--- src/rtl/fbep_consts.svh ---
// constants for the flash block erase protect unit
`ifndef FBEP_CONSTS_SVH
`define FBEP_CONSTS_SVH
`define FBEP_ADDR_W     17
`define FBEP_ERASE_W    7
`define FBEP_PROT_W     6
`define FBEP_NUM_PROT   64
`define FBEP_ERASE_LSB  10
`define FBEP_PROT_LSB   11
`define FBEP_DATA_W     32
`define FBEP_ERASED_WORD 32'hFFFFFFFF
`endif

--- src/rtl/fbep_pkg.sv ---
// types for the flash block erase protect unit
package fbep_pkg;
	typedef enum logic [2:0] {
		FBEP_OP_FETCH,
		FBEP_OP_DREAD,
		FBEP_OP_DBGREAD,
		FBEP_OP_ERASE,
		FBEP_OP_PROG
	} fbep_op_type;

	typedef struct packed {
		fbep_op_type op;
		logic [16:0] addr;
		logic [31:0] wdata;
	} fbep_req_type;

	typedef struct packed {
		logic        grant;
		logic        deny;
		logic [31:0] rdata;
	} fbep_rsp_type;

	typedef struct packed {
		logic ro;
		logic xo;
	} fbep_prot_type;
endpackage : fbep_pkg

--- src/rtl/fbep_guard.sv ---
// access and erase gatekeeper in front of the flash array
// Behaviour
// - the 128 KB array is split into 1 KB erase units, each erasable alone.
// - an allowed erase drives every bit of the unit to one.
// - protection is per 2 KB unit of two adjacent erase units, set independently.
// - a read-only unit refuses every erase and program request.
// - an execute-only unit refuses every erase and program request.
// - an execute-only unit admits instruction fetch only, denying data and debug reads.
`include "fbep_consts.svh"
`timescale 1ns/1ps
`default_nettype none
module fbep_guard (
	// clock and reset
	input  wire logic                          clk,
	input  wire logic                          rst,
	// protection bits per 2 KB unit
	input  wire logic [`FBEP_NUM_PROT-1:0]     ro_bits,
	input  wire logic [`FBEP_NUM_PROT-1:0]     xo_bits,
	// request from fetch, data or debug path
	input  wire logic                          req_valid,
	input  wire fbep_pkg::fbep_req_type        req,
	// answer, one cycle after the request
	output var  fbep_pkg::fbep_rsp_type        rsp,
	output logic                               rsp_valid,
	// flash array side
	output logic                               arr_erase,
	output logic [`FBEP_ERASE_W-1:0]           arr_erase_unit,
	output logic                               arr_prog,
	output logic [`FBEP_ADDR_W-1:0]            arr_addr,
	output logic [`FBEP_DATA_W-1:0]            arr_wdata,
	input  wire logic [`FBEP_DATA_W-1:0]       arr_rdata
);
	// request decode
	wire logic [`FBEP_PROT_W-1:0]   prot_idx;
	wire logic [`FBEP_ERASE_W-1:0]  erase_idx;
	wire logic [`FBEP_NUM_PROT-1:0] unit_hit;
	wire logic [`FBEP_NUM_PROT-1:0] ro_hit;
	wire logic [`FBEP_NUM_PROT-1:0] xo_hit;
	wire fbep_pkg::fbep_prot_type   prot_sel;
	wire logic                      is_fetch;
	wire logic                      is_dread;
	wire logic                      is_dbgread;
	wire logic                      is_erase;
	wire logic                      is_prog;
	wire logic                      is_read;
	wire logic                      is_modify;
	wire logic                      modify_ok;
	wire logic                      read_ok;
	wire logic                      allow;

	assign prot_idx  = req.addr[`FBEP_ADDR_W-1:`FBEP_PROT_LSB];
	assign erase_idx = req.addr[`FBEP_ADDR_W-1:`FBEP_ERASE_LSB];

	for (genvar k = 0; k < `FBEP_NUM_PROT; k++) begin : g_unit
		assign unit_hit[k] = prot_idx == (`FBEP_PROT_W)'(k);
		assign ro_hit[k]   = unit_hit[k] && ro_bits[k];
		assign xo_hit[k]   = unit_hit[k] && xo_bits[k];
	end

	// hits are one-hot, so an or-reduction picks the addressed unit's flags
	assign prot_sel   = '{ro: |ro_hit, xo: |xo_hit};
	assign is_fetch   = req.op == fbep_pkg::FBEP_OP_FETCH;
	assign is_dread   = req.op == fbep_pkg::FBEP_OP_DREAD;
	assign is_dbgread = req.op == fbep_pkg::FBEP_OP_DBGREAD;
	assign is_erase   = req.op == fbep_pkg::FBEP_OP_ERASE;
	assign is_prog    = req.op == fbep_pkg::FBEP_OP_PROG;
	assign is_read    = is_fetch || is_dread || is_dbgread;
	assign is_modify  = is_erase || is_prog;
	// erase and program need a unit with neither flag
	assign modify_ok  = is_modify && !prot_sel.ro && !prot_sel.xo;
	// exec-only admits fetch alone; read-only leaves reads open
	assign read_ok    = is_read && (!prot_sel.xo || is_fetch);
	// unused opcodes fall through to a refusal
	assign allow      = modify_ok || read_ok;

	// registered state and its next values
	logic                      rsp_valid_r;
	logic                      allow_r;
	logic                      rd_pend_r;
	logic                      erase_r;
	logic                      prog_r;
	logic [`FBEP_ERASE_W-1:0]  erase_unit_r;
	logic [`FBEP_ADDR_W-1:0]   addr_r;
	logic [`FBEP_DATA_W-1:0]   wdata_r;
	wire logic                 rd_pend_nxt;
	wire logic                 erase_nxt;
	wire logic                 prog_nxt;

	assign rd_pend_nxt = req_valid && read_ok;
	assign erase_nxt   = req_valid && modify_ok && is_erase;
	assign prog_nxt    = req_valid && modify_ok && is_prog;

	// answer state
	always_ff @(posedge clk) begin
		if (rst) begin
			rsp_valid_r <= 1'h0;
			allow_r     <= 1'h0;
			rd_pend_r   <= 1'h0;
		end else begin
			rsp_valid_r <= req_valid;
			allow_r     <= allow;
			rd_pend_r   <= rd_pend_nxt;
		end
	end

	always_ff @(posedge clk) begin
		if (rst) begin
			erase_r <= 1'h0;
			prog_r  <= 1'h0;
		end else begin
			erase_r <= erase_nxt;
			prog_r  <= prog_nxt;
		end
	end

	// address and data cleared in reset so the array sees a quiet bus
	always_ff @(posedge clk) begin
		if (rst) begin
			erase_unit_r <= '0;
			addr_r       <= '0;
			wdata_r      <= '0;
		end else begin
			erase_unit_r <= erase_idx;
			addr_r       <= req.addr;
			wdata_r      <= req.wdata;
		end
	end

	assign rsp_valid      = rsp_valid_r;
	assign arr_erase      = erase_r;
	assign arr_prog       = prog_r;
	assign arr_erase_unit = erase_unit_r;
	assign arr_addr       = addr_r;
	assign arr_wdata      = wdata_r;

	wire logic                    rsp_grant;
	wire logic                    rsp_deny;
	wire logic [`FBEP_DATA_W-1:0] rsp_rdata;
	// denied reads return zero so protected code never leaks
	assign rsp_grant = rsp_valid_r && allow_r;
	assign rsp_deny  = rsp_valid_r && !allow_r;
	assign rsp_rdata = rd_pend_r ? arr_rdata : '0;
	assign rsp       = '{grant: rsp_grant, deny: rsp_deny, rdata: rsp_rdata};

	property p_xo_data_denied;
		@(posedge clk) disable iff (rst)
		req_valid && xo_bits[prot_idx] && !is_fetch |=> rsp.deny;
	endproperty
	a_xo_data_denied: assert property (p_xo_data_denied) else $error("exec-only non-fetch not denied");

	property p_ro_no_modify;
		@(posedge clk) disable iff (rst)
		req_valid && ro_bits[prot_idx] && is_modify |=> !arr_erase && !arr_prog && rsp.deny;
	endproperty
	a_ro_no_modify: assert property (p_ro_no_modify) else $error("read-only unit modified");

	property p_xo_no_modify;
		@(posedge clk) disable iff (rst)
		req_valid && xo_bits[prot_idx] && is_modify |=> !arr_erase && !arr_prog;
	endproperty
	a_xo_no_modify: assert property (p_xo_no_modify) else $error("exec-only unit modified");

	property p_free_grant;
		@(posedge clk) disable iff (rst)
		req_valid && !ro_bits[prot_idx] && !xo_bits[prot_idx] |=> rsp.grant;
	endproperty
	a_free_grant: assert property (p_free_grant) else $error("unrestricted access refused");

	property p_fetch_ok;
		@(posedge clk) disable iff (rst)
		req_valid && is_fetch |=> rsp.grant;
	endproperty
	a_fetch_ok: assert property (p_fetch_ok) else $error("fetch refused");

	property p_erase_unit;
		@(posedge clk) disable iff (rst)
		req_valid && is_erase && !ro_bits[prot_idx] && !xo_bits[prot_idx]
		|=> arr_erase && arr_erase_unit == $past(req.addr[`FBEP_ADDR_W-1:`FBEP_ERASE_LSB]);
	endproperty
	a_erase_unit: assert property (p_erase_unit) else $error("erase unit wrong");

	property p_erase_only_on_req;
		@(posedge clk) disable iff (rst)
		arr_erase |-> $past(req_valid) && rsp.grant;
	endproperty
	a_erase_only_on_req: assert property (p_erase_only_on_req) else $error("spurious erase");

	// the decoder must agree with a direct index by erase unit pair
	property p_pair_shared;
		@(posedge clk) disable iff (rst)
		req_valid |-> prot_sel.ro == ro_bits[erase_idx[`FBEP_ERASE_W-1:1]] &&
		              prot_sel.xo == xo_bits[erase_idx[`FBEP_ERASE_W-1:1]];
	endproperty
	a_pair_shared: assert property (p_pair_shared) else $error("protection pairing wrong");

	property p_deny_zero;
		@(posedge clk) disable iff (rst)
		rsp.deny |-> rsp.rdata == 32'h00000000;
	endproperty
	a_deny_zero: assert property (p_deny_zero) else $error("denied read leaked data");

	property p_one_answer;
		@(posedge clk) disable iff (rst)
		req_valid |=> rsp_valid && (rsp.grant != rsp.deny);
	endproperty
	a_one_answer: assert property (p_one_answer) else $error("answer missing or ambiguous");

	property p_prog_target;
		@(posedge clk) disable iff (rst)
		req_valid && is_prog && !ro_bits[prot_idx] && !xo_bits[prot_idx]
		|=> arr_prog && arr_addr == $past(req.addr) && arr_wdata == $past(req.wdata);
	endproperty
	a_prog_target: assert property (p_prog_target) else $error("program target wrong");

	property p_fetch_data;
		@(posedge clk) disable iff (rst)
		req_valid && is_fetch |=> rsp.rdata == arr_rdata;
	endproperty
	a_fetch_data: assert property (p_fetch_data) else $error("fetch data blocked");

	property p_dbg_free;
		@(posedge clk) disable iff (rst)
		req_valid && is_dbgread && !xo_bits[prot_idx] |=> rsp.grant;
	endproperty
	a_dbg_free: assert property (p_dbg_free) else $error("debug read refused");

	property p_idle_quiet;
		@(posedge clk) disable iff (rst)
		!req_valid |=> !arr_erase && !arr_prog;
	endproperty
	a_idle_quiet: assert property (p_idle_quiet) else $error("strobe without request");

	c_xo_fetch: cover property (@(posedge clk) disable iff (rst) req_valid && is_fetch && xo_bits[prot_idx]);
	c_dbg_deny: cover property (@(posedge clk) disable iff (rst)
		req_valid && is_dbgread && xo_bits[prot_idx]);
	c_erase_ok: cover property (@(posedge clk) disable iff (rst) arr_erase);
	c_prog_deny: cover property (@(posedge clk) disable iff (rst)
		req_valid && is_prog && ro_bits[prot_idx]);
	c_ro_read: cover property (@(posedge clk) disable iff (rst) req_valid && is_dread && ro_bits[prot_idx]);
endmodule : fbep_guard
`default_nettype wire

--- config.mk ---
export PLATFORM = sky130hd
export DESIGN_NAME = fbep_guard
export DESIGN_NICKNAME = d
export VERILOG_FILES = /design/src/rtl/fbep_pkg.sv /design/src/rtl/fbep_guard.sv
export VERILOG_INCLUDE_DIRS = /design/src /design/src/rtl
export SDC_FILE = /design/constraint.sdc
export NUM_CORES = 1
export LEC_CHECK = 0
export ABC_AREA = 1
export BUFFER_PORTS_ARGS = -buffer_cell sky130_fd_sc_hd__buf_4
export CAP_MARGIN = 40
export CORE_AREA = 2 2 120 122
export DETAILED_ROUTE_END_ITERATION = 12
export DIE_AREA = 0 0 122 124
export SLEW_MARGIN = 25
export SYNTH_ARGS = -nofsm -noshare
export SYNTH_HDL_FRONTEND = slang
export SYNTH_SLANG_ARGS = --single-unit
--- constraint.sdc ---
create_clock -name clk -period 5 [get_ports clk]
set_clock_uncertainty 0.15 [all_clocks]
set_input_delay 1 -clock clk [delete_from_list [all_inputs] [get_ports clk]]
set_output_delay 1 -clock clk [all_outputs]
set_load 0.01 [all_outputs]
# After elaboration in Yosys (flattened, before gate mapping)
# Index checks and enable logic that the tools add are counted.
# word_totals
ff_bits,61
inputBits,215
word_cells,225
# op_classes
eq_ne,67
n_reduce_logical,149
muxes,1
# ops
operator,count
$eq 6x6->1 const B,32
$logic_and 1x1->1,137
$reduce_or 64->1,2
$eq 6x5->1 const B,16
$eq 6x4->1 const B,8
$mux 32,1
$eq 6x3->1 const B,4
$eq 6x2->1 const B,2
$eq 3x2->1 const B,2
$eq 6x1->1 const B,1
$logic_not 6->1,1
$logic_or 1x1->1,5
$eq 3x1->1 const B,1
$eq 3x3->1 const B,1
$logic_not 1->1,3
$logic_not 3->1,1

# Logic depth before layout (Yosys ltp)
# depth
word_depth,8
ltp_mapped,12
ltp_nobuf,12

# Worst setup path after synthesis
# No wires, ideal clock.
# synth_path
path_type,input to register
start,in req[44] (netlist name)
end,reg allow_r
slack_ns,2.666
arrival_time_ns,2.054
path_buffers,0
stages,12
required_ns,4.719
setup_time_ns,0.131
path_cell_list,inv_1 > nand2_1 > nor2_1 > nand3_1 > nand2_1 > nor2_1 > nand2_1 > nor2_1 > nand2_1 > o21ai_1 > nand2_1 > a21oi_2
# synth_between
elab_chain_cells,7
word_cells_on_any_way,201
cone_classes,63 x eq/ne; 138 x reduce/logical
# synth_rtl
element,line_no,source
"start, declared",fbep_guard.sv:21,"input wire fbep_pkg::fbep_req_type req,"
$eq 6x1->1 (tied with other cells),fbep_guard.sv:55,assign unit_hit[k] = prot_idx == (`FBEP_PROT_W)'(k);
"$logic_and 1x1->1, on equally long branches","fbep_guard.sv:56, fbep_guard.sv:57",
$reduce_or 64->1,fbep_guard.sv:61,"assign prot_sel = '{ro: |ro_hit, xo: |xo_hit};"
"$logic_not 1->1, on equally long branches","fbep_guard.sv:70, fbep_guard.sv:72",
$logic_and 1x1->1 / $logic_or 1x1->1 (equally long branches),"fbep_guard.sv:70, fbep_guard.sv:72",
"$logic_and 1x1->1, on equally long branches","fbep_guard.sv:70, fbep_guard.sv:72",
$logic_or 1x1->1 *,fbep_guard.sv:74,assign allow = modify_ok || read_ok;
"end signal, assigned",fbep_guard.sv:101,allow_r <= allow;
"end, declared",fbep_guard.sv:78,logic allow_r;
# Every way passes the cells marked *; elsewhere a longest branch is shown, timed or not.
# A chain may end at the register's enable or synchronous reset.

# Worst setup path in the final report
# layout_path
start,in req[46] (netlist name)
end,reg allow_r
# The elaborated chain is that of the path after synthesis.

==> impl_metrics.csv <==
group,metric,value,unit
route,wl,15000,um
cells_and_area,final_util,42.0,%
critical_path,critPathTopFamily,"simple AND/OR/NAND/NOR gates",
sta,setup_slack,2.34,ns
hold_path,hold_path_class,"in -> reg",
cells_and_area,num-nets-final,1051,
grt,grt_overflow_total,0,
grt,track_usage,18.3,%
sta,worst_pin_slew,0.779,ns
floorplanning,coreArea,13700,um^2
yosys,synth_edf_count,0,
clocking,post_cts_buffers,0,
yosys,ys_seq_area_share,33.7,%
clocking,cts_resized,0,
sta,timing.hold.ws,0.758,ns
yosys,netlist_instances,547,
place,pre_cts_slack,1.99,ns
yosys,synth.net_count,762,
route,drc,0,
floorplanning,num_rows,43,
place,dp_hpwl,12300,um
floorplanning,die_w,122,um
sta,max_slew_margin,47.9,%
clocking,cts_made_buffers,5,
sta,rsz0062_at_grt,"no",
route,ant_nets,0,
sta,finalSetupTns,0,ns
yosys,async_flop_share,0,%
floorplanning,io_pins,308,
place,dp_cells,1009,
route,firstDrtPassIters,5,
pwr,power_leakage,3.54,nW
yosys,synthTopCellsByCount,"nand3_1 (129), nand2_1 (124), nor2_1 (109)",
route,drt-initial-drc-count,292,
yosys,yosysTopAreaCell,"dfxtp_1",
route,vias,4400,
sta,hold_viol_final,0,
clocking,clockRootBuffer,"clkbuf_16",
place,port_buffers,307,
yosys,yosys.area.top_type_share,33.7,%
grt,grt_pass1_vias,4113,
critical_path,path_cells,"buf_4 -> inv_1 -> nand2_1 -> nor2_1 -> nand3_1 -> nand2_1 -> nor2_1 -> nand2_1 -> nor2_1 -> nand2_1 -> o21ai_1 -> nand2_1 -> a21oi_2",
yosys,syn-cell-area,3210,um^2
floorplanning,start_util,23.4,%
cells_and_area,drive_gt1_share,39.2,%
critical_path,critical_path_required,5.01,ns
yosys,avgSynthCellArea,5.86,um^2
yosys,ys.flop_type,"dfxtp_1",
pwr,power.density,199,nW/um^2
critical_path,path_buf_inv,2,
yosys,yosysWarnings,0,
sta,slew_viol_final,0,
clocking,cts_hold_repair.buffers,0,
clocking,cts-htree-levels,2,
critical_path,end_kind,"flip-flop",
critical_path,cp_max_fo,8,
clocking,cts_buffer_depth,2,
yosys,synth_most_common_cell,"nand3_1",
clocking,path_clk_slew,0.07,ns
route,wl_per_cell,14.8,um
yosys,synthTopCellsByArea,"dfxtp_1 (34%), nand3_1 (20%), nand2_1 (15%)",
clocking,cts_sinks,54,
clocking,cts_tree,"built",
route,avgViaCountPerCell,4.33,
pwr,ir_drop,0.150,mV
critical_path,cpMaxStageDelayCell,"nor2_1",
sta,period_share,53.2,%
job,cap_violations,0,
sta,fmax,376,MHz
floorplanning,die_area,15100,um^2
grt,antenna_found_initial,0,
cells_and_area,final_cells,1017,
grt,grt_pass1_wl,21400,um
critical_path,cp.arrival,2.67,ns
critical_path,cpMostUsedCell,"nand2_1",
sta,finalSetupViolations,0,
critical_path,critPathMaxStageDelay,0.60,ns
sta,period_minus_slack,2.66,ns
grt,grt_max_degree,52,
cells_and_area,diodes,0,
cells_and_area,syn_to_final_growth,79.6,%
run_status,status,"completed",
critical_path,path_class,"in -> reg",
critical_path,start_kind,"input pin",
place,place_congestion,0.895,
yosys,synth-seq-cells,54,
floorplanning,fp.dieH,124,um
yosys,yosysUniqueCellTypes,18,
==> routing by layer <==
metal  track usage [%]  vias to the layer above  routed length, um
met1              21.4                     1874               5620
met5                 0                        -                  0
li1                  -                     2243                  -
met2              33.1                      269               7450
met4              4.45                        0                180
met3              5.04                       14               1770
==> cells in the final DEF, fill, tap and decap left out <==
| cell type | count |
|---|---|
| nor2_2 | 3 |
| clkbuf_1 | 1 |
| bufinv_16 | 1 |
| nand4_1 | 1 |
| nand2_1 | 124 |
| clkbuf_16 | 5 |
| nand2_2 | 1 |
| nor2_4 | 1 |
| o21ai_1 | 1 |
| dfxtp_1 | 54 |
| a21oi_2 | 1 |
| inv_1 | 87 |
| inv_2 | 1 |
| clkinvlp_4 | 1 |
| nor2_1 | 109 |
| nand3_2 | 2 |
| nand3_1 | 129 |
| a21oi_1 | 1 |
| buf_6 | 1 |
| nor3_1 | 2 |
| buf_4 | 311 |
==> final timing paths <==
| path | from | endpoint | slack [ns] | cells after the start |
|---|---|---|---|---|
| setup / recovery | req[46] | allow_r | 2.34 | 13 |
| hold / removal | req[37] | arr_addr[5] | 0.76 | 3 |
==> report_power, final <==
group          leakage [nW]  internal [mW]  total (mW)  switching, mW
logic                  3.01          0.167       0.297          0.131
registers             0.449          0.453       0.461        0.00857
clock network        0.0771          0.236       0.385          0.149
total                  3.54          0.856        1.14          0.288
==> sequential cells by signal, indices dropped and copies added, names as in the netlist <==
register / flops
arr_erase_unit: 7
allow_r: 1
arr_erase: 1
arr_prog: 1
rd_pend_r: 1
rsp_valid: 1
arr_wdata: 32
arr_addr: 10
==> metrics by stage <==
stage / area (um^2) / power, mW
after detailed placement: 5590 / 0.771
after CTS: 5760 / 1.16
after global placement: 5580 / 0.770
final: 5760 / 1.14
after floorplan: 3210 / 0.569
after global routing: 5760 / 1.20
==> logic make-up (layout without fill, tap and decap cells) <==
group	count (synthesis)	after routing	share of synthesized area [%]
AO/OA/AOI/OAI	3	3	0.585
buffers and inverters	118	408	16.2
flip-flops	54	54	33.7
AND/OR/NAND/NOR	372	372	49.5
==> final cells by class <==
type | count | area (um^2)
fill | 1444 | 7960
multi-input combinational | 375 | 1610
sequential | 54 | 1080
timing repair buffer | 312 | 2350
clock buffer | 6 | 129
tap | 180 | 225
inverter | 88 | 330
clock inverter | 2 | 37.5
No activity file was read; power rests on OpenSTA's default activity.
